==> src/hdl/sctl_pkg.sv <==
// sctl_pkg: register map, field layout and codes of the system configuration block
package sctl_pkg;

   localparam int unsigned SCTL_ADDR_W    = 12;
   localparam int unsigned SCTL_DATA_W    = 32;
   localparam int unsigned SCTL_LINES     = 16;
   localparam int unsigned SCTL_PORTS     = 9;
   localparam int unsigned SCTL_FIELD_W   = 4;
   localparam int unsigned SCTL_SRC_REGS  = 4;
   localparam int unsigned SCTL_SRC_W     = 16;

   // register byte offsets
   localparam logic [11:0] SCTL_OFF_PMCFG  = 12'h004;
   localparam logic [11:0] SCTL_OFF_SRC0   = 12'h008;
   localparam logic [11:0] SCTL_OFF_SRC1   = 12'h00c;
   localparam logic [11:0] SCTL_OFF_SRC2   = 12'h010;
   localparam logic [11:0] SCTL_OFF_SRC3   = 12'h014;
   localparam logic [11:0] SCTL_OFF_CCCTRL = 12'h020;

   // field positions
   localparam int unsigned SCTL_PHY_SEL_BIT  = 23;
   localparam int unsigned SCTL_COMP_PWR_BIT = 0;
   localparam int unsigned SCTL_COMP_RDY_BIT = 8;

   // readable bits of each register, everything else reads as zero
   localparam logic [31:0] SCTL_MASK_PMCFG  = 32'h0080_0000;
   localparam logic [31:0] SCTL_MASK_SRC    = 32'h0000_ffff;
   localparam logic [31:0] SCTL_MASK_CCCTRL = 32'h0000_0101;

   // reset values
   localparam logic        SCTL_RST_PHY_SEL  = 1'b0;
   localparam logic [15:0] SCTL_RST_SRC      = 16'h0000;
   localparam logic        SCTL_RST_COMP_PWR = 1'b0;
   localparam logic [31:0] SCTL_RST_WORD     = 32'h0000_0000;

   // line source codes
   localparam logic [3:0] SCTL_CODE_PORT_A = 4'h0;
   localparam logic [3:0] SCTL_CODE_PORT_H = 4'h7;
   localparam logic [3:0] SCTL_CODE_PORT_I = 4'h8;

   // lines from this index up have no port I pin
   localparam int unsigned SCTL_FIRST_LINE_NO_PORT_I = 12;

   typedef enum logic [2:0] {
      SCTL_SEL_NONE,
      SCTL_SEL_PMCFG,
      SCTL_SEL_SRC,
      SCTL_SEL_CCCTRL
   } sctl_reg_sel_type;

endpackage

==> src/hdl/sctl_line_mux.sv <==
// sctl_line_mux: picks pin n of the selected port for one interrupt line
`timescale 1ns/10ps
module sctl_line_mux
   import sctl_pkg::*;
#(
   parameter bit PORT_I_PRESENT = 1'b1
)(
   input  wire logic [3:0] sel,
   input  wire logic [8:0] pins,
   output wire logic       level
);

   wire logic [3:0]  last_code;
   wire logic        sel_ok;
   wire logic [15:0] padded;

   // port I is dropped for the upper lines, so its code falls back to reserved
   assign last_code = PORT_I_PRESENT ? SCTL_CODE_PORT_I : SCTL_CODE_PORT_H;
   // codes above the last port are reserved and give a quiet low level
   assign sel_ok    = (sel <= last_code);
   // padding keeps the index in range for every 4-bit code
   assign padded    = {7'h00, pins};
   assign level     = sel_ok & padded[sel];

endmodule

==> src/hdl/sctl_system_config.sv <==
// sctl_system_config: apb register bank for phy select, line sources and compensation cell
//
// How it works
// bit 23 of the peripheral mode register selects mii (0) or rmii (1).
// software changes phy select only while ethernet is in reset, clock off.
// a 4-bit line source code 0..8 picks port a..i; other codes reserved.
// offset 0x08 holds sources of lines 0-3; bits 31:16 read zero.
// offset 0x0c holds sources of lines 4-7 in ascending 4-bit fields.
// offset 0x10 holds sources of lines 8-11 in ascending 4-bit fields.
// offset 0x14 holds sources of lines 12-15 in ascending 4-bit fields.
// lines 12-15 treat the port i code as reserved.
// compensation bit 0 powers the cell down at 0, enables at 1.
// compensation bit 8 is read-only and reports cell ready.
// every register resets to zero: mii, port a sources, cell powered down.
// reserved bits read zero and ignore writes.
// each line n drives out pin n of the port its field selects.
`timescale 1ns/10ps
module sctl_system_config
   import sctl_pkg::*;
(
   input  wire logic        pclk,
   input  wire logic        presetn,
   input  wire logic        psel,
   input  wire logic        penable,
   input  wire logic        pwrite,
   input  wire logic [11:0] paddr,
   input  wire logic [31:0] pwdata,
   output wire logic        pready,
   output wire logic        pslverr,
   output logic      [31:0] prdata,
   input  wire logic [15:0] port_a_pin,
   input  wire logic [15:0] port_b_pin,
   input  wire logic [15:0] port_c_pin,
   input  wire logic [15:0] port_d_pin,
   input  wire logic [15:0] port_e_pin,
   input  wire logic [15:0] port_f_pin,
   input  wire logic [15:0] port_g_pin,
   input  wire logic [15:0] port_h_pin,
   input  wire logic [15:0] port_i_pin,
   output logic      [15:0] line_level,
   output logic             phy_interface_select,
   output logic             comp_cell_power_enable,
   input  wire logic        comp_cell_ready
);

   // pick field idx out of the packed line source registers
   function automatic logic [3:0] field_of(input logic [63:0] all, input int unsigned idx);
      field_of = all[idx*SCTL_FIELD_W +: SCTL_FIELD_W];
   endfunction

   logic             phy_sel_q;
   logic      [15:0] src0_q;
   logic      [15:0] src1_q;
   logic      [15:0] src2_q;
   logic      [15:0] src3_q;
   logic             comp_pwr_q;
   logic             comp_rdy_q;
   logic      [31:0] prdata_q;
   logic      [31:0] rd_word_c;
   logic      [31:0] rd_mask_c;
   logic      [15:0] line_level_q;
   wire logic [15:0] line_level_d;

   wire logic        hit_pmcfg;
   wire logic [3:0]  hit_src;
   wire logic        hit_ccctrl;
   wire logic        addr_hit;
   wire logic        setup_rd;
   wire logic        access;
   wire logic        wr_en;
   wire logic [63:0] src_all;
   wire logic [31:0] rd_pmcfg;
   wire logic [31:0] rd_src;
   wire logic [31:0] rd_ccctrl;
   wire logic [31:0] rd_word;
   wire logic [31:0] rd_mask;
   wire sctl_reg_sel_type reg_sel;

   // address decode, exact word match so misaligned addresses count as unmapped
   assign hit_pmcfg  = (paddr == SCTL_OFF_PMCFG);
   assign hit_src[0] = (paddr == SCTL_OFF_SRC0);
   assign hit_src[1] = (paddr == SCTL_OFF_SRC1);
   assign hit_src[2] = (paddr == SCTL_OFF_SRC2);
   assign hit_src[3] = (paddr == SCTL_OFF_SRC3);
   assign hit_ccctrl = (paddr == SCTL_OFF_CCCTRL);
   assign addr_hit   = hit_pmcfg | (|hit_src) | hit_ccctrl;
   assign reg_sel    = sctl_reg_sel_type'(hit_pmcfg  ? SCTL_SEL_PMCFG  :
                                          (|hit_src) ? SCTL_SEL_SRC    :
                                          hit_ccctrl ? SCTL_SEL_CCCTRL : SCTL_SEL_NONE);

   // zero wait state: read data is captured in setup, so access always completes
   assign pready   = 1'b1;
   assign access   = psel & penable;
   assign setup_rd = psel & ~penable & ~pwrite;
   assign wr_en    = access & pwrite & pready;
   // unmapped addresses answer with an error; writes there change nothing
   assign pslverr  = access & ~addr_hit;

   assign src_all = {src3_q, src2_q, src1_q, src0_q};

   // read words, reserved positions built as zero
   assign rd_pmcfg  = {{(31 - SCTL_PHY_SEL_BIT){1'b0}}, phy_sel_q,
                       {SCTL_PHY_SEL_BIT{1'b0}}};
   // upper half of each source register is reserved
   assign rd_src    = hit_src[0] ? {16'h0000, src0_q} :
                      hit_src[1] ? {16'h0000, src1_q} :
                      hit_src[2] ? {16'h0000, src2_q} :
                                   {16'h0000, src3_q};
   // ready flag sits at bit 8, eight bits above the power bit, and has no write path
   assign rd_ccctrl = {{(31 - SCTL_COMP_RDY_BIT){1'b0}}, comp_rdy_q,
                       {(SCTL_COMP_RDY_BIT - 1){1'b0}}, comp_pwr_q};

   always_comb begin
      case (reg_sel)
         SCTL_SEL_PMCFG:  begin
            rd_word_c = rd_pmcfg;
            rd_mask_c = SCTL_MASK_PMCFG;
         end
         SCTL_SEL_SRC:    begin
            rd_word_c = rd_src;
            rd_mask_c = SCTL_MASK_SRC;
         end
         SCTL_SEL_CCCTRL: begin
            rd_word_c = rd_ccctrl;
            rd_mask_c = SCTL_MASK_CCCTRL;
         end
         default:         begin
            rd_word_c = SCTL_RST_WORD;
            rd_mask_c = SCTL_RST_WORD;
         end
      endcase
   end

   assign rd_word = rd_word_c & rd_mask_c;
   assign rd_mask = rd_mask_c;

   // peripheral mode register; only bit 23 is stored
   always_ff @(posedge pclk or negedge presetn) begin
      if (!presetn) begin
         phy_sel_q <= SCTL_RST_PHY_SEL;
      end else if (wr_en && hit_pmcfg) begin
         phy_sel_q <= pwdata[SCTL_PHY_SEL_BIT];
      end
   end

   // line source registers keep their low half only
   always_ff @(posedge pclk or negedge presetn) begin
      if (!presetn) begin
         src0_q <= SCTL_RST_SRC;
         src1_q <= SCTL_RST_SRC;
         src2_q <= SCTL_RST_SRC;
         src3_q <= SCTL_RST_SRC;
      end else if (wr_en) begin
         if (hit_src[0]) src0_q <= pwdata[15:0];
         if (hit_src[1]) src1_q <= pwdata[15:0];
         if (hit_src[2]) src2_q <= pwdata[15:0];
         if (hit_src[3]) src3_q <= pwdata[15:0];
      end
   end

   // compensation cell power bit, plus a flop on the cell's ready level
   always_ff @(posedge pclk or negedge presetn) begin
      if (!presetn) begin
         comp_pwr_q <= SCTL_RST_COMP_PWR;
         comp_rdy_q <= 1'b0;
      end else begin
         if (wr_en && hit_ccctrl) begin
            comp_pwr_q <= pwdata[SCTL_COMP_PWR_BIT];
         end
         comp_rdy_q <= comp_cell_ready;
      end
   end

   // read data is sampled at setup so prdata comes from a flop during access
   always_ff @(posedge pclk or negedge presetn) begin
      if (!presetn) begin
         prdata_q <= SCTL_RST_WORD;
      end else if (setup_rd) begin
         prdata_q <= rd_word;
      end
   end

   // one mux per line; port i is wired to every line but only selectable on the lower twelve lines
   genvar gi;
   generate
      for (gi = 0; gi < SCTL_LINES; gi++) begin : g_line
         wire logic [8:0] pins_at_line;
         assign pins_at_line = {port_i_pin[gi], port_h_pin[gi], port_g_pin[gi],
                                port_f_pin[gi], port_e_pin[gi], port_d_pin[gi],
                                port_c_pin[gi], port_b_pin[gi], port_a_pin[gi]};
         sctl_line_mux #(
            .PORT_I_PRESENT (gi < SCTL_FIRST_LINE_NO_PORT_I)
         ) u_mux (
            .sel   (field_of(src_all, gi)),
            .pins  (pins_at_line),
            .level (line_level_d[gi])
         );
      end
   endgenerate

   // line levels are registered, one cycle behind the pins
   always_ff @(posedge pclk or negedge presetn) begin
      if (!presetn) begin
         line_level_q <= SCTL_RST_SRC;
      end else begin
         line_level_q <= line_level_d;
      end
   end

   assign prdata                 = prdata_q;
   assign line_level             = line_level_q;
   // switching this while the mac runs would glitch its clocking, software guards it
   assign phy_interface_select   = phy_sel_q;
   assign comp_cell_power_enable = comp_pwr_q;

   generate
      for (gi = 0; gi < SCTL_LINES; gi++) begin : g_chk

         if (gi >= SCTL_FIRST_LINE_NO_PORT_I) begin : g_upper

         end else begin : g_lower

         end
      end
   endgenerate
endmodule

==> config.mk <==
export PLATFORM = sky130hd
export DESIGN_NAME = sctl_system_config
export DESIGN_NICKNAME = d
export VERILOG_FILES = /design/src/hdl/sctl_pkg.sv /design/src/hdl/sctl_line_mux.sv /design/src/hdl/sctl_system_config.sv
export SDC_FILE = /design/constraint.sdc
export NUM_CORES = 1
export LEC_CHECK = 0
export ABC_AREA = 1
export BUFFER_PORTS_ARGS = -buffer_cell sky130_fd_sc_hd__buf_4
export CORE_MARGIN = 5
export CORE_UTILIZATION = 40
export CTS_CLUSTER_DIAMETER = 50
export DETAILED_ROUTE_END_ITERATION = 6
export HOLD_SLACK_MARGIN = 0.15
export PLACE_DENSITY = 0.71
export SYNTH_ARGS = -nofsm -noshare
export SYNTH_HDL_FRONTEND = slang
export SYNTH_SLANG_ARGS = --single-unit
==> constraint.sdc <==
create_clock -name pclk -period 1.1 [get_ports pclk]
set_clock_uncertainty 0.15 [all_clocks]
set_input_delay 0.11 -clock pclk [delete_from_list [all_inputs] [get_ports pclk]]
set_output_delay 0.11 -clock pclk [all_outputs]
set_load 0.005 [all_outputs]
==> tab_implementation.tex <==
\begin{tabular}{lr}
\hline
Metric & Value \\
\hline
\multicolumn{2}{l}{\textbf{GRT}} \\
\quad Via count of the first global-routing pass & 7,105 \\
\quad GRT met2 Usage & 0.477 \\
\quad Layer carrying the most global-route usage & met2 \\
\quad Pin count of the biggest net entering global routing & 41 \\
\quad Overall routing resource usage & 0.261 \\
\quad Global routing usage on met3 & 0.0553 \\
\quad Wire length of the first global-routing pass & 34.8 mm \\
\quad Number of antenna violations at the first check in global routing & 1 \\
\quad GRT overflow & 0 \\
\quad Met1 track demand over resource in global routing & 0.294 \\
\multicolumn{2}{l}{\textbf{Hold path}} \\
\quad Startpoint of the worst hold path & pwrite \\
\quad Class of the tightest hold or removal check & in2reg \\
\quad Capture endpoint of the worst hold path & prdata[23] \\
\quad Cell depth of the worst min-delay path & 4 \\
\multicolumn{2}{l}{\textbf{Setup path}} \\
\quad Top fanout value on the critical path & 4 \\
\quad Number of cells traversed by the worst register-to-register path & 5 \\
\quad Ordered list of cells on the worst path & buf\_6 > nor2\_4 > nand3\_4 > nor2\_8 > nand2\_4 > nand3\_4 > nor2\_4 > nand2\_2 > nor2\_4 > buf\_6 \\
\quad Reg-to-Reg End & line\_level[1] \\
\quad Beginning of the worst register-to-register path & src0\_q[4] \\
\quad CP delay by family, top & simple AND/OR/NAND/NOR gates \\
\quad Slowest cell on the critical path & nor2\_8 \\
\quad Worst-case register-to-register setup slack & -0.19 ns \\
\quad Sort of element at the end of the critical path & output pin \\
\quad Category of the most critical setup path & in2out \\
\quad Worst path arrival time & 1.11 ns \\
\quad Crit path launch & paddr[7] \\
\quad Kind of start point of the critical path & input port \\
\quad Levels on crit path & 10 \\
\quad Most frequent cell on the critical path & nor2\_4 \\
\quad Delay of the slowest cell on the worst path & 0.17 ns \\
\quad CP bufs+invs & 2 \\
\quad Required time reported for the critical path endpoint & 0.84 ns \\
\multicolumn{2}{l}{\textbf{Yosys}} \\
\quad Portion of the post-synthesis area used by sequential elements & 0.428 \\
\quad Netlist Area Pre-Place & 5850 um2 \\
\quad Synthesis-stage register bit count & 100 \\
\quad Post-Syn Area per Cell & 7.31 um2 \\
\quad Number of standard cells after synthesis & 800 \\
\quad Count of yosys warnings during synthesis & 0 \\
\quad Area share of the leading cell type in the synthesized netlist & 0.428 \\
\quad Ranking of synthesized cells by area & dfrtp\_1 43\%, nand2\_1 11\%, o21ai\_0 9.3\%, inv\_1 6.9\%, nor2\_1 6.0\% \\
\quad Distinct cell type count after synthesis & 35 \\
\quad Yosys top cell by area & dfrtp\_1 \\
\multicolumn{2}{l}{\textbf{STA}} \\
\quad Setup repair after global routing missed its margin & yes \\
\quad Minimum period implied by the final worst setup slack & 1.37 ns \\
\quad Total count of max-transition violations in the final report & 0 \\
\quad Final period utilization & 1.25 \\
\quad Worst hold slack across all endpoints & -0.0353 ns \\
\quad Final setup margin & -0.273 ns \\
\quad Count of endpoints failing setup in the final report & 128 \\
\quad Top achievable clock speed & 728 MHz \\
\quad Count of final hold-check violations & 11 \\
\quad Final total negative setup slack & -11.88 ns \\
\multicolumn{2}{l}{\textbf{Placed design}} \\
\quad Post-detailed-placement cell area & 8150 um2 \\
\quad Number of input and output port buffers inserted & 210 \\
\quad Worst-case setup slack after placement & -0.603 ns \\
\quad Placed cell count & 1,241 \\
\quad Routability Congestion & 0.901 \\
\quad Detail Placement HPWL & 15.3 mm \\
\multicolumn{2}{l}{\textbf{Job}} \\
\quad Number of max-cap violations & 0 \\
\multicolumn{2}{l}{\textbf{Power}} \\
\quad Total power density per cell area & 797 nW/um2 \\
\quad Total chip power & 8.66 mW \\
\quad Cell-internal power & 6.61 mW \\
\quad Peak ir drop on the vdd network & 0.872 mV \\
\quad Switching Share & 0.236 \\
\quad Fraction of power consumed by the clock network & 0.404 \\
\quad Leakage dissipation & 5.38 nW \\
\quad Switching power & 2.05 mW \\
\quad Comb pwr share & 0.166 \\
\quad Flop pwr share & 0.431 \\
\multicolumn{2}{l}{\textbf{Clocking}} \\
\quad Htree depth & 3 \\
\quad Master cell of the clock root buffer & clkbuf\_16 \\
\quad CTS tree & done \\
\quad Clock sink count & 100 \\
\quad Latest clock arrival within the worst-skew pair & 0.36 ns \\
\quad CTS clk-pin slew, worst paths & 0.07 ns \\
\quad TritonCTS buffer count & 9 \\
\quad Maximum number of buffers from clock root to sink & 2 \\
\multicolumn{2}{l}{\textbf{Floorplanning}} \\
\quad Effective utilization at floorplan & 0.406 \\
\quad Die Footprint & 17,100 um2 \\
\quad Y dimension of the die & 131 um \\
\quad Std-Cell Rows & 44 \\
\quad Area of the placeable core & 14,400 um2 \\
\quad I/O Pins & 246 \\
\quad Die span in x & 131 um \\
\multicolumn{2}{l}{\textbf{Drt}} \\
\quad Total number of vias & 7,241 \\
\quad Residual antenna-violating net count after detailed routing & 0 \\
\quad Routed WL per cell & 17.2 um \\
\quad Count of routing violations after the opening detailed-route iteration & 521 \\
\quad Final routed DRC violation total & 0 \\
\quad Vias per cell & 5.11 \\
\quad TritonRoute pass-1 iters & 6 \\
\quad Wirelength, routed & 24.3 mm \\
\multicolumn{2}{l}{\textbf{Finish}} \\
\quad Final standard cell count with taps included and fillers excluded & 1,417 \\
\quad FILL cells & 977 \\
\quad Layout cell share with drive strength beyond 1 & 0.422 \\
\quad Area growth from synthesis to layout & 85.6\% \\
\quad Final cell area excluding filler cells & 10,900 um2 \\
\quad Net count reported at finish & 1,421 \\
\multicolumn{2}{l}{\textbf{Outcome}} \\
\quad Violated checks & hold timing, setup timing \\
\quad Run status & finished with violations \\
\hline
\end{tabular}
worst max path at each step:
stage	endpoint	slack, ns
after CTS	pslverr	-0.20
after global placement	prdata[3]	-0.59
after global routing	pslverr	-0.32
after floorplan	prdata[10]	-0.21
final	pslverr	-0.27
after detailed placement	prdata[3]	-0.60
cell type report:
class,instances,area (um2),share of cell area
diodes,1,2.50,0.000230
clock buffers,10,229,0.0211
clock inverters,6,95.1,0.00876
inverters,114,483,0.0445
multi-input cells,567,3320,0.306
flip-flops and latches,100,2520,0.233
well taps,184,230,0.0212
repair buffers,435,3970,0.366
worst register-to-register path, stage by stage, from the launching register on:
cell and delay (ns):
dfrtp_2 0.48, inv_4 0.12, nor2_2 0.04, o31ai_1 0.21
nor2_1 0.07, o22ai_1 0.14
cells by family (layout without fill, tap and decap cells):
logic type / after synthesis / after routing / synth area share
AOI/OAI and AO/OA: 227 / 227 / 0.221
DFF: 100 / 100 / 0.428
and+or+nand+nor: 320 / 324 / 0.238
buffers and inverters: 151 / 565 / 0.112
other: 2 / 17 / 0.00128
state kept, by name, summed over array words and instances, names as in the netlist:
| signal | cells |
|---|---|
| comp_cell_power_enable | 1 |
| phy_interface_select | 1 |
| line_level | 16 |
| src3_q | 16 |
| src2_q | 16 |
| prdata | 17 |
| src1_q | 16 |
| comp_rdy_q | 1 |
| src0_q | 16 |
what timing repair did:
action,CTS,global route
cloned,2,6
setup buffers,23,13
pin swaps,40,41
hold buffers,110,5
gates resized for setup,133,137
endpoints found under the hold margin,188,20
setup endpoints to repair,131,132
synth_stat cells, drive strengths merged:
library cell,count
a21oi,15
a31o,5
a31oi,5
buf,29
clkbuf,8
clkinv,2
conb,2
dfrtp,100
inv,112
nand2,179
nand3,25
nand4,12
nor2,100
nor3,4
o211ai,3
o21ai,152
o21bai,11
o22ai,27
o31ai,9
layout by cell type (no fill, tap or decap), drive strengths merged, types with 11 or more instances in the layout:
cell         count
inv            115
nand4           12
conb            16
o22ai           27
dfrtp          100
dlygate4sd3    115
o21ai          152
clkbuf          13
buf            317
nor2           100
nand2          183
a21oi           15
o21bai          11
nand3           25
metal layers:
layer | up-vias | wire length [um]
met5 | - | 0
met4 | 0 | 814
met3 | 60 | 1600
met2 | 294 | 12800
met1 | 3420 | 9090
li1 | 3467 | -
stage by stage:
| step | util | hold WS [ns] |
|---|---|---|
| 2_1_floorplan | - | -0.336 |
| 3_3_place_gp | 0.565 | -0.166 |
| 3_5_place_dp | 0.565 | -0.161 |
| 4_1_cts | 0.705 | -0.0498 |
| 5_1_grt | 0.753 | -0.00452 |
| 6_report | 0.753 | -0.0353 |
power groups by stage:
stage	registers (mW)	logic (mW)	clock network [mW]
floorplan	3.80	0.267	0
global placement	3.79	0.957	0
detailed placement	3.79	0.965	0
CTS	3.73	1.35	3.55
global route	3.73	1.54	3.68
finish	3.73	1.43	3.50
Note: power is estimated with default switching activity, not from simulation.
